===== src/design/rcaw_pkg.sv =====
// Purpose: shared constants and types for the remote control arbiter and watchdog
// Assumes: 40 MHz system clock, APB register access with 32-bit data
// Notes:   register offsets are byte addresses
package rcaw_pkg;

	// ****************************************
	// clock and timing
	// ****************************************
	localparam int unsigned CLK_HZ        = 40_000_000;
	localparam int unsigned FAN_DELAY_MS  = 500;
	localparam int unsigned PWR_DELAY_MS  = 3000;
	localparam int unsigned WDT_TICK_US   = 1000;
	localparam int unsigned FAN_DELAY_CYC = CLK_HZ / 1000 * FAN_DELAY_MS;
	localparam int unsigned PWR_DELAY_CYC = CLK_HZ / 1000 * PWR_DELAY_MS;
	localparam int unsigned WDT_TICK_CYC  = CLK_HZ / 1000000 * WDT_TICK_US;

	// ****************************************
	// register map
	// ****************************************
	localparam logic [11:0] OFS_CTRL   = 12'h000;
	localparam logic [11:0] OFS_STATE  = 12'h004;
	localparam logic [11:0] OFS_WDTO   = 12'h008;
	localparam logic [11:0] OFS_SETVAL = 12'h00C;
	localparam logic [11:0] OFS_SAVED  = 12'h010;
	localparam logic [11:0] OFS_IRQST  = 12'h014;
	localparam logic [11:0] OFS_IRQEN  = 12'h018;
	localparam logic [11:0] OFS_IRQCLR = 12'h01C;

	// ctrl fields
	localparam int CTRL_WDT_EN      = 0;
	localparam int CTRL_AFTER_ON    = 1;
	localparam int CTRL_RESTORE     = 2;
	localparam int CTRL_IS_MASTER   = 3;
	localparam int CTRL_ALARM_CLR   = 4;
	localparam logic [31:0] CTRL_RST = 32'h0000_0000;
	localparam logic [31:0] WDTO_RST = 32'h0000_03E8;

	// interrupt event bits
	localparam int IRQ_WDT      = 0;
	localparam int IRQ_LINK     = 1;
	localparam int IRQ_REFUSE   = 2;
	localparam int IRQ_PFAIL    = 3;
	localparam int IRQ_W        = 4;

	// ****************************************
	// control owner and power sequence
	// ****************************************
	typedef enum logic [2:0] {
		OWN_LOCAL  = 3'b000,
		OWN_FRONT  = 3'b001,
		OWN_REAR   = 3'b010,
		OWN_MASTER = 3'b011
	} rcaw_owner_e;

	typedef enum logic [1:0] {
		PD_RUN  = 2'b00,
		PD_FANS = 2'b01,
		PD_PWR  = 2'b10,
		PD_OFF  = 2'b11
	} rcaw_pd_e;

	// one message event from a command port
	typedef struct packed {
		logic msg;       // any message received
		logic rem_req;   // request to enter remote
		logic rem_exit;  // request to leave remote
		logic set_cmd;   // write of set values or protections
		logic out_on;    // output on command
		logic out_off;   // output off command
		logic sub_ok;    // command is in the reduced front subset
		logic scpi;      // framing is scpi (else modbus rtu)
	} rcaw_cmd_s;

	typedef struct packed {
		logic accept;
		logic error;
	} rcaw_rsp_s;

endpackage


===== src/design/rcaw_top.sv =====
// Purpose: arbitrates control of the output stage and supervises the remote link
// Assumes: command ports deliver decoded one-cycle events on mclk_in
// Notes:   pins pass two flip-flops before use
`timescale 1ns/10ps
`default_nettype none
module rcaw_top (
	input  wire logic                mclk_in,
	input  wire logic                nrst_in,
	input  wire logic                psel_in,
	input  wire logic                penable_in,
	input  wire logic                pwrite_in,
	input  wire logic [11:0]         paddr_in,
	input  wire logic [31:0]         pwdata_in,
	output logic      [31:0]         prdata_out,
	output logic                     pready_out,
	output logic                     pslverr_out,
	input  wire logic                button_in,
	input  wire logic                mains_lost_in,
	input  wire logic                link_ok_in,
	input  wire logic                eth_timeout_in,
	input  wire rcaw_pkg::rcaw_cmd_s front_cmd_in,
	input  wire rcaw_pkg::rcaw_cmd_s rear_cmd_in,
	input  wire logic                ms_init_in,
	input  wire logic                dev_alarm_in,
	output rcaw_pkg::rcaw_rsp_s      front_rsp_out,
	output rcaw_pkg::rcaw_rsp_s      rear_rsp_out,
	output logic                     ms_init_ack_out,
	output logic                     output_on_out,
	output logic                     fans_on_out,
	output logic                     power_hold_out,
	output logic                     save_out,
	output logic                     power_fail_alarm_out,
	output logic                     link_protection_alarm_out,
	output logic                     error_led_out,
	output logic                     irq_out
);
	// ****************************************
	// pin synchronisers
	// ****************************************
	logic [3:0] meta_ff;
	logic [3:0] sync_ff;
	logic       btn_prev_ff;
	always_ff @(posedge mclk_in) begin
		meta_ff <= {button_in, mains_lost_in, link_ok_in, eth_timeout_in};
		sync_ff <= meta_ff;
	end
	wire logic btn_s     = sync_ff[3];
	wire logic mains_s   = sync_ff[2];
	wire logic link_ok_s = sync_ff[1];
	always_ff @(posedge mclk_in) begin
		if (!nrst_in) begin
			btn_prev_ff <= 1'b0;
		end else begin
			btn_prev_ff <= btn_s;
		end
	end
	wire logic btn_press = btn_s & ~btn_prev_ff;
	// ****************************************
	// registers and state
	// ****************************************
	logic [31:0]           ctrl_ff;
	logic [31:0]           wdto_ff;
	logic [31:0]           setval_ff;
	logic [31:0]           saved_set_ff;
	logic                  saved_out_ff;
	logic [rcaw_pkg::IRQ_W-1:0] irq_st_ff;
	logic [rcaw_pkg::IRQ_W-1:0] irq_en_ff;
	rcaw_pkg::rcaw_owner_e owner_ff;
	rcaw_pkg::rcaw_pd_e    pd_ff;
	logic [31:0]           pd_cnt_ff;
	logic                  out_ff;
	logic                  restored_ff;
	logic                  link_alarm_ff;
	logic                  dev_alarm_ff;
	logic                  pf_ff;
	logic [31:0]           wdt_cur_ff;
	logic [31:0]           wdt_cnt_ff;
	logic [31:0]           tick_ff;
	logic                  wdt_exp;
	wire logic apb_wr = psel_in & penable_in & pwrite_in;
	wire logic apb_rd = psel_in & penable_in & ~pwrite_in;
	function automatic logic is_mapped(input logic [11:0] a);
		is_mapped = (a == rcaw_pkg::OFS_CTRL) || (a == rcaw_pkg::OFS_STATE) ||
			(a == rcaw_pkg::OFS_WDTO) || (a == rcaw_pkg::OFS_SETVAL) ||
			(a == rcaw_pkg::OFS_SAVED) || (a == rcaw_pkg::OFS_IRQST) ||
			(a == rcaw_pkg::OFS_IRQEN) || (a == rcaw_pkg::OFS_IRQCLR);
	endfunction
	wire logic powering_down = (pd_ff != rcaw_pkg::PD_RUN);
	wire logic is_master     = ctrl_ff[rcaw_pkg::CTRL_IS_MASTER];
	wire logic usb_remote    = (owner_ff == rcaw_pkg::OWN_FRONT) || (owner_ff == rcaw_pkg::OWN_REAR);
	wire logic slave_remote  = (owner_ff == rcaw_pkg::OWN_MASTER);
	// ****************************************
	// request arbitration
	// ****************************************
	logic front_rem_ok;
	logic rear_rem_ok;
	logic front_err;
	logic rear_err;
	logic front_set_ok;
	logic ms_ok;
	always_comb begin
		rear_rem_ok  = rear_cmd_in.rem_req & ~slave_remote & (owner_ff != rcaw_pkg::OWN_FRONT);
		front_rem_ok = front_cmd_in.rem_req & front_cmd_in.sub_ok & ~slave_remote &
			(owner_ff != rcaw_pkg::OWN_REAR) & ~rear_rem_ok;
		front_set_ok = front_cmd_in.set_cmd & front_cmd_in.sub_ok &
			((owner_ff == rcaw_pkg::OWN_LOCAL) || (owner_ff == rcaw_pkg::OWN_FRONT));
		// no slave init under usb remote
		ms_ok        = ms_init_in & ~usb_remote;
		front_err    = (front_cmd_in.rem_req & ~front_rem_ok) |
			(front_cmd_in.set_cmd & ~front_set_ok) |
			(front_cmd_in.msg & ~front_cmd_in.sub_ok);
		rear_err     = (rear_cmd_in.rem_req & ~rear_rem_ok) |
			(rear_cmd_in.set_cmd & (owner_ff != rcaw_pkg::OWN_REAR) &
			(owner_ff != rcaw_pkg::OWN_LOCAL));
	end
	always_ff @(posedge mclk_in) begin
		if (!nrst_in) begin
			front_rsp_out   <= '0;
			rear_rsp_out    <= '0;
			ms_init_ack_out <= 1'b0;
		end else begin
			front_rsp_out.accept <= front_cmd_in.msg & ~front_err;
			front_rsp_out.error  <= front_err;
			rear_rsp_out.accept  <= rear_cmd_in.msg & ~rear_err;
			rear_rsp_out.error   <= rear_err;
			ms_init_ack_out      <= ms_ok;
		end
	end
	always_ff @(posedge mclk_in) begin
		if (!nrst_in) begin
			owner_ff <= rcaw_pkg::OWN_LOCAL;
		end else if (powering_down) begin
			owner_ff <= rcaw_pkg::OWN_LOCAL;
		end else if (wdt_exp) begin
			owner_ff <= rcaw_pkg::OWN_LOCAL;
		end else if (ms_ok) begin
			owner_ff <= rcaw_pkg::OWN_MASTER;
		end else if (rear_rem_ok) begin
			owner_ff <= rcaw_pkg::OWN_REAR;
		end else if (front_rem_ok) begin
			owner_ff <= rcaw_pkg::OWN_FRONT;
		end else if ((owner_ff == rcaw_pkg::OWN_FRONT && front_cmd_in.rem_exit) ||
			(owner_ff == rcaw_pkg::OWN_REAR && rear_cmd_in.rem_exit)) begin
			owner_ff <= rcaw_pkg::OWN_LOCAL;
		end
	end
	// ****************************************
	// output stage
	// ****************************************
	always_ff @(posedge mclk_in) begin
		if (!nrst_in) begin
			out_ff      <= 1'b0;
			restored_ff <= 1'b0;
		end else if (powering_down || mains_s) begin
			out_ff <= 1'b0;
		end else if (!restored_ff) begin
			restored_ff <= 1'b1;
			out_ff      <= ctrl_ff[rcaw_pkg::CTRL_RESTORE] & saved_out_ff;
		end else if (wdt_exp) begin
			out_ff <= out_ff & ctrl_ff[rcaw_pkg::CTRL_AFTER_ON];
		end else if (link_alarm_ff) begin
			out_ff <= 1'b0;
		end else if (btn_press && !slave_remote && !usb_remote) begin
			out_ff <= ~out_ff;
		end else if (owner_ff == rcaw_pkg::OWN_REAR && (rear_cmd_in.out_on ||
			rear_cmd_in.out_off)) begin
			out_ff <= rear_cmd_in.out_on;
		end else if (front_set_ok && (front_cmd_in.out_on || front_cmd_in.out_off)) begin
			out_ff <= front_cmd_in.out_on;
		end
	end
	always_ff @(posedge mclk_in) begin
		if (!nrst_in) begin
			setval_ff <= 32'h0000_0000;
		end else if (apb_wr && paddr_in == rcaw_pkg::OFS_SETVAL) begin
			setval_ff <= pwdata_in;
		end
	end
	// ****************************************
	// power-down sequence
	// ****************************************
	always_ff @(posedge mclk_in) begin
		if (!nrst_in) begin
			pd_ff     <= rcaw_pkg::PD_RUN;
			pd_cnt_ff <= 32'h0000_0000;
		end else begin
			case (pd_ff)
				rcaw_pkg::PD_RUN: begin
					if (mains_s) begin
						pd_ff     <= rcaw_pkg::PD_FANS;
						pd_cnt_ff <= 32'h0000_0000;
					end
				end
				rcaw_pkg::PD_FANS: begin
					if (pd_cnt_ff == rcaw_pkg::FAN_DELAY_CYC - 1) begin
						pd_ff     <= rcaw_pkg::PD_PWR;
						pd_cnt_ff <= 32'h0000_0000;
					end else begin
						pd_cnt_ff <= pd_cnt_ff + 32'h0000_0001;
					end
				end
				rcaw_pkg::PD_PWR: begin
					if (pd_cnt_ff == rcaw_pkg::PWR_DELAY_CYC - 1) begin
						pd_ff <= rcaw_pkg::PD_OFF;
					end else begin
						pd_cnt_ff <= pd_cnt_ff + 32'h0000_0001;
					end
				end
				default: begin
					pd_ff <= rcaw_pkg::PD_OFF;
				end
			endcase
		end
	end
	always_ff @(posedge mclk_in) begin
		if (!nrst_in) begin
			saved_out_ff <= 1'b0;
			saved_set_ff <= 32'h0000_0000;
			save_out     <= 1'b0;
		end else begin
			save_out <= 1'b0;
			if (pd_ff == rcaw_pkg::PD_RUN && mains_s) begin
				saved_out_ff <= out_ff;
				saved_set_ff <= setval_ff;
				save_out     <= 1'b1;
			end
		end
	end
	// ****************************************
	// alarms
	// ****************************************
	always_ff @(posedge mclk_in) begin
		if (!nrst_in) begin
			pf_ff         <= 1'b0;
			link_alarm_ff <= 1'b0;
			dev_alarm_ff  <= 1'b0;
		end else begin
			pf_ff <= powering_down | mains_s;
			if (slave_remote && !link_ok_s) begin
				link_alarm_ff <= 1'b1;
			end else if (btn_press || (apb_wr && paddr_in == rcaw_pkg::OFS_CTRL &&
				pwdata_in[rcaw_pkg::CTRL_ALARM_CLR])) begin
				link_alarm_ff <= 1'b0;
			end
			if (dev_alarm_in) begin
				dev_alarm_ff <= 1'b1;
			end else if (btn_press) begin
				dev_alarm_ff <= 1'b0;
			end
		end
	end
	// ****************************************
	// communication watchdog
	// ****************************************
	logic rx_msg;
	logic wdt_run;
	always_comb begin
		rx_msg = 1'b0;
		case (owner_ff)
			rcaw_pkg::OWN_FRONT: rx_msg = front_cmd_in.msg;
			rcaw_pkg::OWN_REAR:  rx_msg = rear_cmd_in.msg;
			default:             rx_msg = 1'b0;
		endcase
		wdt_run = ctrl_ff[rcaw_pkg::CTRL_WDT_EN] & usb_remote & ~powering_down;
		wdt_exp = wdt_run && (wdt_cnt_ff >= wdt_cur_ff) && !rx_msg &&
			(tick_ff == rcaw_pkg::WDT_TICK_CYC - 1);
	end
	always_ff @(posedge mclk_in) begin
		if (!nrst_in) begin
			tick_ff    <= 32'h0000_0000;
			wdt_cnt_ff <= 32'h0000_0000;
			wdt_cur_ff <= rcaw_pkg::WDTO_RST;
		end else if (!wdt_run) begin
			tick_ff    <= 32'h0000_0000;
			wdt_cnt_ff <= 32'h0000_0000;
			wdt_cur_ff <= wdto_ff;
		end else if (rx_msg) begin
			tick_ff    <= 32'h0000_0000;
			wdt_cnt_ff <= 32'h0000_0000;
		end else if (tick_ff == rcaw_pkg::WDT_TICK_CYC - 1) begin
			tick_ff <= 32'h0000_0000;
			if (wdt_cnt_ff >= wdt_cur_ff) begin
				wdt_cnt_ff <= 32'h0000_0000;
				wdt_cur_ff <= wdto_ff;
			end else begin
				wdt_cnt_ff <= wdt_cnt_ff + 32'h0000_0001;
			end
		end else begin
			tick_ff <= tick_ff + 32'h0000_0001;
		end
	end
	// ****************************************
	// apb slave and interrupts
	// ****************************************
	wire logic [rcaw_pkg::IRQ_W-1:0] irq_ev = {save_out,
		front_cmd_in.rem_req & ~front_rem_ok | rear_cmd_in.rem_req & ~rear_rem_ok,
		slave_remote & ~link_ok_s & ~link_alarm_ff, wdt_exp};
	always_ff @(posedge mclk_in) begin
		if (!nrst_in) begin
			ctrl_ff   <= rcaw_pkg::CTRL_RST;
			wdto_ff   <= rcaw_pkg::WDTO_RST;
			irq_en_ff <= '0;
			irq_st_ff <= '0;
		end else begin
			if (apb_wr && paddr_in == rcaw_pkg::OFS_CTRL) begin
				ctrl_ff <= pwdata_in & ~(32'h0000_0001 << rcaw_pkg::CTRL_ALARM_CLR);
			end else if (apb_wr && paddr_in == rcaw_pkg::OFS_WDTO) begin
				wdto_ff <= pwdata_in;
			end else if (apb_wr && paddr_in == rcaw_pkg::OFS_IRQEN) begin
				irq_en_ff <= pwdata_in[rcaw_pkg::IRQ_W-1:0];
			end
			// set wins over clear
			if (apb_wr && paddr_in == rcaw_pkg::OFS_IRQCLR) begin
				irq_st_ff <= (irq_st_ff & ~pwdata_in[rcaw_pkg::IRQ_W-1:0]) | irq_ev;
			end else begin
				irq_st_ff <= irq_st_ff | irq_ev;
			end
		end
	end
	always_ff @(posedge mclk_in) begin
		if (!nrst_in) begin
			prdata_out <= 32'h0000_0000;
		end else if (psel_in && !penable_in && !pwrite_in) begin
			if (paddr_in == rcaw_pkg::OFS_CTRL) begin
				prdata_out <= ctrl_ff;
			end else if (paddr_in == rcaw_pkg::OFS_STATE) begin
				prdata_out <= {23'h00_0000, pd_ff, owner_ff, dev_alarm_ff, link_alarm_ff, pf_ff, out_ff};
			end else if (paddr_in == rcaw_pkg::OFS_WDTO) begin
				prdata_out <= wdto_ff;
			end else if (paddr_in == rcaw_pkg::OFS_SETVAL) begin
				prdata_out <= setval_ff;
			end else if (paddr_in == rcaw_pkg::OFS_SAVED) begin
				prdata_out <= {saved_out_ff, saved_set_ff[30:0]};
			end else if (paddr_in == rcaw_pkg::OFS_IRQST) begin
				prdata_out <= {28'h000_0000, irq_st_ff};
			end else if (paddr_in == rcaw_pkg::OFS_IRQEN) begin
				prdata_out <= {28'h000_0000, irq_en_ff};
			end else begin
				prdata_out <= 32'h0000_0000;
			end
		end
	end
	assign pready_out  = 1'b1;
	assign pslverr_out = (apb_wr | apb_rd) & ~is_mapped(paddr_in);
	assign irq_out     = |(irq_st_ff & irq_en_ff);
	// ****************************************
	// pin outputs
	// ****************************************
	assign output_on_out             = out_ff;
	assign fans_on_out               = (pd_ff == rcaw_pkg::PD_RUN) || (pd_ff == rcaw_pkg::PD_FANS);
	assign power_hold_out            = (pd_ff != rcaw_pkg::PD_OFF);
	assign power_fail_alarm_out      = pf_ff;
	assign link_protection_alarm_out = link_alarm_ff;
	assign error_led_out             = pf_ff | link_alarm_ff | dev_alarm_ff;
	wire logic unused_ok = is_master ^ sync_ff[0] ^ front_cmd_in.scpi ^ rear_cmd_in.scpi ^
		rear_cmd_in.sub_ok;
endmodule
`default_nettype wire


===== config.mk =====
export PLATFORM = sky130hd
export DESIGN_NAME = rcaw_top
export DESIGN_NICKNAME = d
export VERILOG_FILES = /design/src/design/rcaw_pkg.sv /design/src/design/rcaw_top.sv
export SDC_FILE = /design/constraint.sdc
export NUM_CORES = 1
export LEC_CHECK = 0
export ABC_AREA = 1
export BUFFER_PORTS_ARGS = -buffer_cell sky130_fd_sc_hd__buf_4
export CORE_ASPECT_RATIO = 0.6
export CORE_MARGIN = 5
export CORE_UTILIZATION = 53
export CTS_CLUSTER_DIAMETER = 60
export CTS_CLUSTER_SIZE = 25
export DETAILED_ROUTE_END_ITERATION = 8
export PLACE_DENSITY_LB_ADDON = 0.12
export SLEW_MARGIN = 40
export SYNTH_ARGS = -nofsm -noshare
export SYNTH_HDL_FRONTEND = slang
export SYNTH_SLANG_ARGS = --single-unit

===== constraint.sdc =====
create_clock -name mclk_in -period 2.19 [get_ports mclk_in]
set_input_delay 0.1095 -clock mclk_in [delete_from_list [all_inputs] [get_ports mclk_in]]
set_output_delay 0.1095 -clock mclk_in [all_outputs]
set_load 0.05 [all_outputs]

After elaboration in Yosys (flattened, before gate mapping)
Cells that the tools add are included. W data, S select, Z words.

Output and inout port bits: 47. Register bits: 319. Input port bits: 71. Logic and storage cells: 214.

Reduce and logical (&&, ||, !) cells: 59. Eq/ne operators: 26. Mux-type cells: 37. Bitwise gates (word level): 60. Order comparisons: 1. Add/subtract/negate cells: 3.

Operator list (count): $mux W32 (13); $add A32 B1 Y32 const B (3); $pmux W32 S3 (1); $eq A12 B5 Y1 const B (4); $eq A32 B16 Y1 const B (1); $eq A32 B25 Y1 const B (1); $eq A32 B27 Y1 const B (1); $ge A32 B32 Y1 (1); $and A1 B1 Y1 (28); $eq A12 B4 Y1 const B (2); $logic_and A1 B1 Y1 (19); $not A1 Y1 (19); $logic_or A1 B1 Y1 (15); $mux W2 (7); $ne A2 B2 Y1 const B (7); $eq A12 B3 Y1 const B (1); $logic_not A12 Y1 (1); $mux W4 (3); $reduce_and A3 Y1 (4); $mux W1 (11); $and A4 B4 Y4 (2); $or A1 B1 Y1 (8); $or A4 B4 Y4 (2); $reduce_or A4 Y1 (2); 16 further kinds (30).

Longest topological paths before layout
Depth in word-level cells: 12. Depth in mapped cells: 18. Gate-level depth less buffers: 17.

Worst setup path before layout
Ideal clock, no wire load.

Path type: input-to-output. Start point: in paddr_in[11]. End point: out pslverr_out. Stages on the path: 9. Data required time: 2.081 ns. Buffers on the path: 1. Path slack: -0.171 ns. Arrival time: 2.252 ns. Cells stage by stage: nor2_1 > nand2_1 > nor2_2 > inv_1 > nor2_2 > nor2_2 > buf_2 > nand4_1 > nor3_1.

Cells in the longest elaborated chain, start to end: 10. Elaborated cells between the ends (all ways): 17. Classes of those cells: eq/ne (7); bitwise (2); reduce/logical (8).

RTL lines: start, declared (line rcaw_top.sv:12) `input wire logic [11:0] paddr_in,`; $eq A12 B3 Y1 or $logic_not A12 Y1 (tied branches) (line rcaw_top.sv:83) `is_mapped = (a == rcaw_pkg::OFS_CTRL) || (a == rcaw_pkg::OFS_STATE) ||`; $logic_or A1 B1 Y1 (2 in a row) (line rcaw_top.sv:83); $logic_or A1 B1 Y1 (2 in a row) (line rcaw_top.sv:84) `(a == rcaw_pkg::OFS_WDTO) || (a == rcaw_pkg::OFS_SETVAL) ||`; $logic_or A1 B1 Y1 (2 in a row) (line rcaw_top.sv:85) `(a == rcaw_pkg::OFS_SAVED) || (a == rcaw_pkg::OFS_IRQST) ||`; $logic_or A1 B1 Y1 * (line rcaw_top.sv:86) `(a == rcaw_pkg::OFS_IRQEN) || (a == rcaw_pkg::OFS_IRQCLR);`; $not A1 Y1 * (line rcaw_top.sv:344) `assign pslverr_out = (apb_wr | apb_rd) & ~is_mapped(paddr_in);`; $and A1 B1 Y1 * (line rcaw_top.sv:344); end, declared (line rcaw_top.sv:16) `output logic pslverr_out,`.

Every way passes the cells marked *; elsewhere a longest branch is shown, timed or not.

Worst setup path in the final report
Start point: reg tick_ff[28]. End point: reg wdt_cur_ff[0].

Cells in the longest elaborated chain, start to end: 3.

RTL lines: start, declared (line rcaw_top.sv:78) `logic [31:0] tick_ff;`; start signal, assigned (line rcaw_top.sv:289) `tick_ff <= tick_ff + 32'h0000_0001;`; $eq A32 B16 Y1 (line rcaw_top.sv:280) `end else if (tick_ff == rcaw_pkg::WDT_TICK_CYC - 1) begin`; $ne A2 B1 Y1 (no line); $reduce_and A3 Y1 (no line); end signal, assigned (line rcaw_top.sv:272) `wdt_cur_ff <= rcaw_pkg::WDTO_RST;`; end signal, assigned (line rcaw_top.sv:276) `wdt_cur_ff <= wdto_ff;`; end signal, assigned (line rcaw_top.sv:284) `wdt_cur_ff <= wdto_ff;`; end, declared (line rcaw_top.sv:76) `logic [31:0] wdt_cur_ff;`.

Every way passes these cells. A chain may end at the register's enable or synchronous reset.

==> results_dict.tcl <==
set metrics [dict create \
    status "finished with violations" \
    failed_checks "negative setup slack" \
    r2r_start "tick_ff[28]" \
    crit_fanout 5 \
    antenna_left 0 \
    worstSetupPathType "register to register" \
    synth_top_family_by_area "simple AND/OR/NAND/NOR gates" \
    gp_congestion 0.949 \
    netlist_area_mm2 0.0156 \
    syn_nets 2301 \
    synthFlopType "dfxtp_1" \
    synth_mux_area_frac 0 \
    grt_pass1_vias 14200 \
    finClkSkew_ps 22.7 \
    ys_ff_latch 317 \
    clkSinkCount 317 \
    finalCritPeriodShare 1.01 \
    pin_count 118 \
    cp-end-kind "register" \
    syn_avg_cell_area_um2 7.15 \
    path_clk_slew_ps 100 \
    ys_types 52 \
    slew_headroom 0.472 \
    numCtsBuffers 19 \
    cts_tree "done" \
    cts_root_buf "clkbuf_16" \
    dieHeight_um 143 \
    slowest_delay_ps 370 \
    worstHoldStart "front_cmd_in[5]" \
    crit_slowest_cell "dfxtp_1" \
    design.core.area_mm2 0.0289 \
    placed_cells 2686 \
    dieWidth_um 232 \
    crit_path_cell_trace "nor3_1 > nor3b_2 > nand4_1 > nor2_1 > nand2_2 > nand2_4 > buf_8 > clkbuf_16 > o21ai_2 > nor2_1" \
    ys_async_sr_fraction 0 \
    wirelength_mm 47.9 \
    clk_latency_ps 540 \
    crit_required_ps 2660 \
    portBuffers 112 \
    grt_use_total 0.275 \
    dieArea_mm2 0.0331 \
    yosys_warnings 0 \
    grt_max_degree 82 \
    start_util 0.540 \
    layout_common_cells "296 x dfxtp_1, 292 x nand2_1, 282 x nor2_1, 244 x inv_1, 191 x buf_4" \
    grt_pass1_wl_mm 75.2 \
    first_iter_violations 1604 \
    cap_viol_max_count 0 \
    mostFrequentLayoutCell "dfxtp_1" \
    grt-ovfl-total 0 \
    tightest_slew_ps 792 \
    rsz0062_at_grt "yes" \
    cp-start-kind "register" \
    pre_cts_ws_ps -204 \
    yosys-top-cells-area "dfxtp_1 41%, nand2_1 7.4%, nor2_1 7.2%, o21ai_0 7.0%, inv_1 6.1%" \
    synth_simple_gate_area_share 0.261 \
    path_delay_family "simple AND/OR/NAND/NOR gates" \
    hold_viol 0 \
    synth_adder_area_share 0.0369 \
    firstDrtPassIters 5 \
    reg2reg_setup_slack_ps -20 \
    synth_top_area_share 0.406 \
    cp_data_arrival_time_ps 2680 \
    nNetsFinal 2484 \
    num_vias 15500 \
    htreeDepth 1 \
    grt_antenna_before_repair 0 \
    p_per_area_mw_per_mm2 651 \
    leakagePower_uw 0.00729 \
    yosysTopAreaCell "dfxtp_1" \
    placementRows 48 \
    drive_above_1_share 0.185 \
    synth-xor-area-share 0.0208 \
    syn_to_final_growth_pct 22.8 \
    seq_area_frac_synth 0.406 \
    fin_crit_ps 2210 \
    hold_path_class "input port to register" \
    vdd_drop_max_mv 0.540 \
    drc 0 \
    finalSetupViolCount 2 \
    path_common_cell "nor2_1" \
    nFillCells 2512 \
    ctsLongestPathBuffers 3 \
    worst_slack_ps -21.0 \
    slew_violations 0 \
    dpl.hpwl_mm 33.0 \
    fmax_ghz 0.452 \
    cp_num_buf_inv 2 \
    finalNonFillerCells 2776 \
    wl_per_cell_um 17.2 \
    startpoint "tick_ff[28]" \
    synth_compound_area_frac 0.184 \
    synth_edf_count 0 \
    via_per_inst 5.60 \
    diodes 0 \
    syn_inst 2184 \
]
-- registers in the layout, summed over array words and instances, names as in the netlist, 32 cells and up --
name        flops
pd_cnt_ff      32
wdt_cnt_ff     32
setval_ff      32
wdto_ff        32
wdt_cur_ff     32
tick_ff        32
prdata_out     32
-- final cells by class --
cell class / instances / area [um^2] / area share
Clock buffer: 21 / 483 / 0.0252
Clock inverter: 9 / 149 / 0.00777
Inverter: 266 / 1020 / 0.0531
Multi-Input combinational cell: 1505 / 8370 / 0.436
Sequential cell: 317 / 6370 / 0.332
Tap cell: 400 / 500 / 0.0261
Timing Repair Buffer: 257 / 2270 / 0.118
Timing Repair inverter: 1 / 7.51 / 0.000392
-- synth_stat cells (12+ instances only) --
master,n
dfxtp_1,317
nand2_1,306
nor2_1,301
inv_1,252
o21ai_0,218
a21oi_1,187
nand3_1,110
clkbuf_1,65
o211ai_1,53
nor3_1,51
nand4_1,47
ha_1,46
a31oi_1,34
xor2_1,25
buf_2,19
inv_2,13
nor4_1,13
nor3_2,12
xnor2_1,12
-- final timing paths --
kind                         to  cells past startpoint
hold / removal      owner_ff[0]                      5
setup reg to reg  wdt_cur_ff[0]                     10
setup / recovery  wdt_cur_ff[0]                     10
hold reg to reg      sync_ff[1]                      0
-- routing by layer --
layer	routed length, um	part of all wire	global-route usage	up-vias
li1	-	-	-	7629
met1	23400	0.49	0.432	7208
met2	19500	0.41	0.395	635
met3	4090	0.085	0.0477	68
met4	932	0.019	0.0581	0
met5	0	0	0	-
-- kinds of logic (layout without fill, tap and decap cells) --
logic type	count (synthesis)	count (layout)
AO/OA/AOI/OAI	521	521
XOR/XNOR	37	37
adder cells (fa/ha/maj)	46	46
buffers and inverters	362	554
flip-flops	317	317
other	1	1
AND/OR/NAND/NOR	900	900
-- per-stage QoR --
step	TNS (ps)	instance area (um^2)	utilization	total power [uW]	hold slack (ps)
floorplan	0	15600	-	7600	137
finish	-29.0	19200	0.664	12500	6.55
global route	-2600	19200	0.664	13000	36.5
CTS	0	18600	0.643	12500	2.11
detailed placement	-6560	17300	0.599	8360	216
global placement	-3060	17300	0.599	8320	216
-- worst reg2reg max path, stage by stage, from the launching register on --
cell and delay, ps:
dfxtp_1 370, nor3_1 340, nor3b_2 330, nand4_1 170, nor2_1 220, nand2_2 110, nand2_4 140, buf_8 150
clkbuf_16 150, o21ai_2 50, nor2_1 130
-- timing repair --
| action | 4_1_cts | 5_1_grt |
|---|---|---|
| pin swaps | 5 | 42 |
| setup endpoints to repair | 78 | 105 |
| setup buffers | 4 | 5 |
| endpoints found under the hold margin | 113 | 0 |
| hold buffers | 46 | 0 |
| cloned | 3 | 4 |
| resized for setup | 21 | 158 |
-- power by group --
group          total [uW]  leakage, uW  switching (uW)  internal (uW)
Clock                4080     0.000307            2170           1910
Combinational        2220      0.00441            1480            740
Sequential           6190      0.00258             149           6040
Total               12500      0.00729            3800           8690
(Power assumes the default switching activity.)
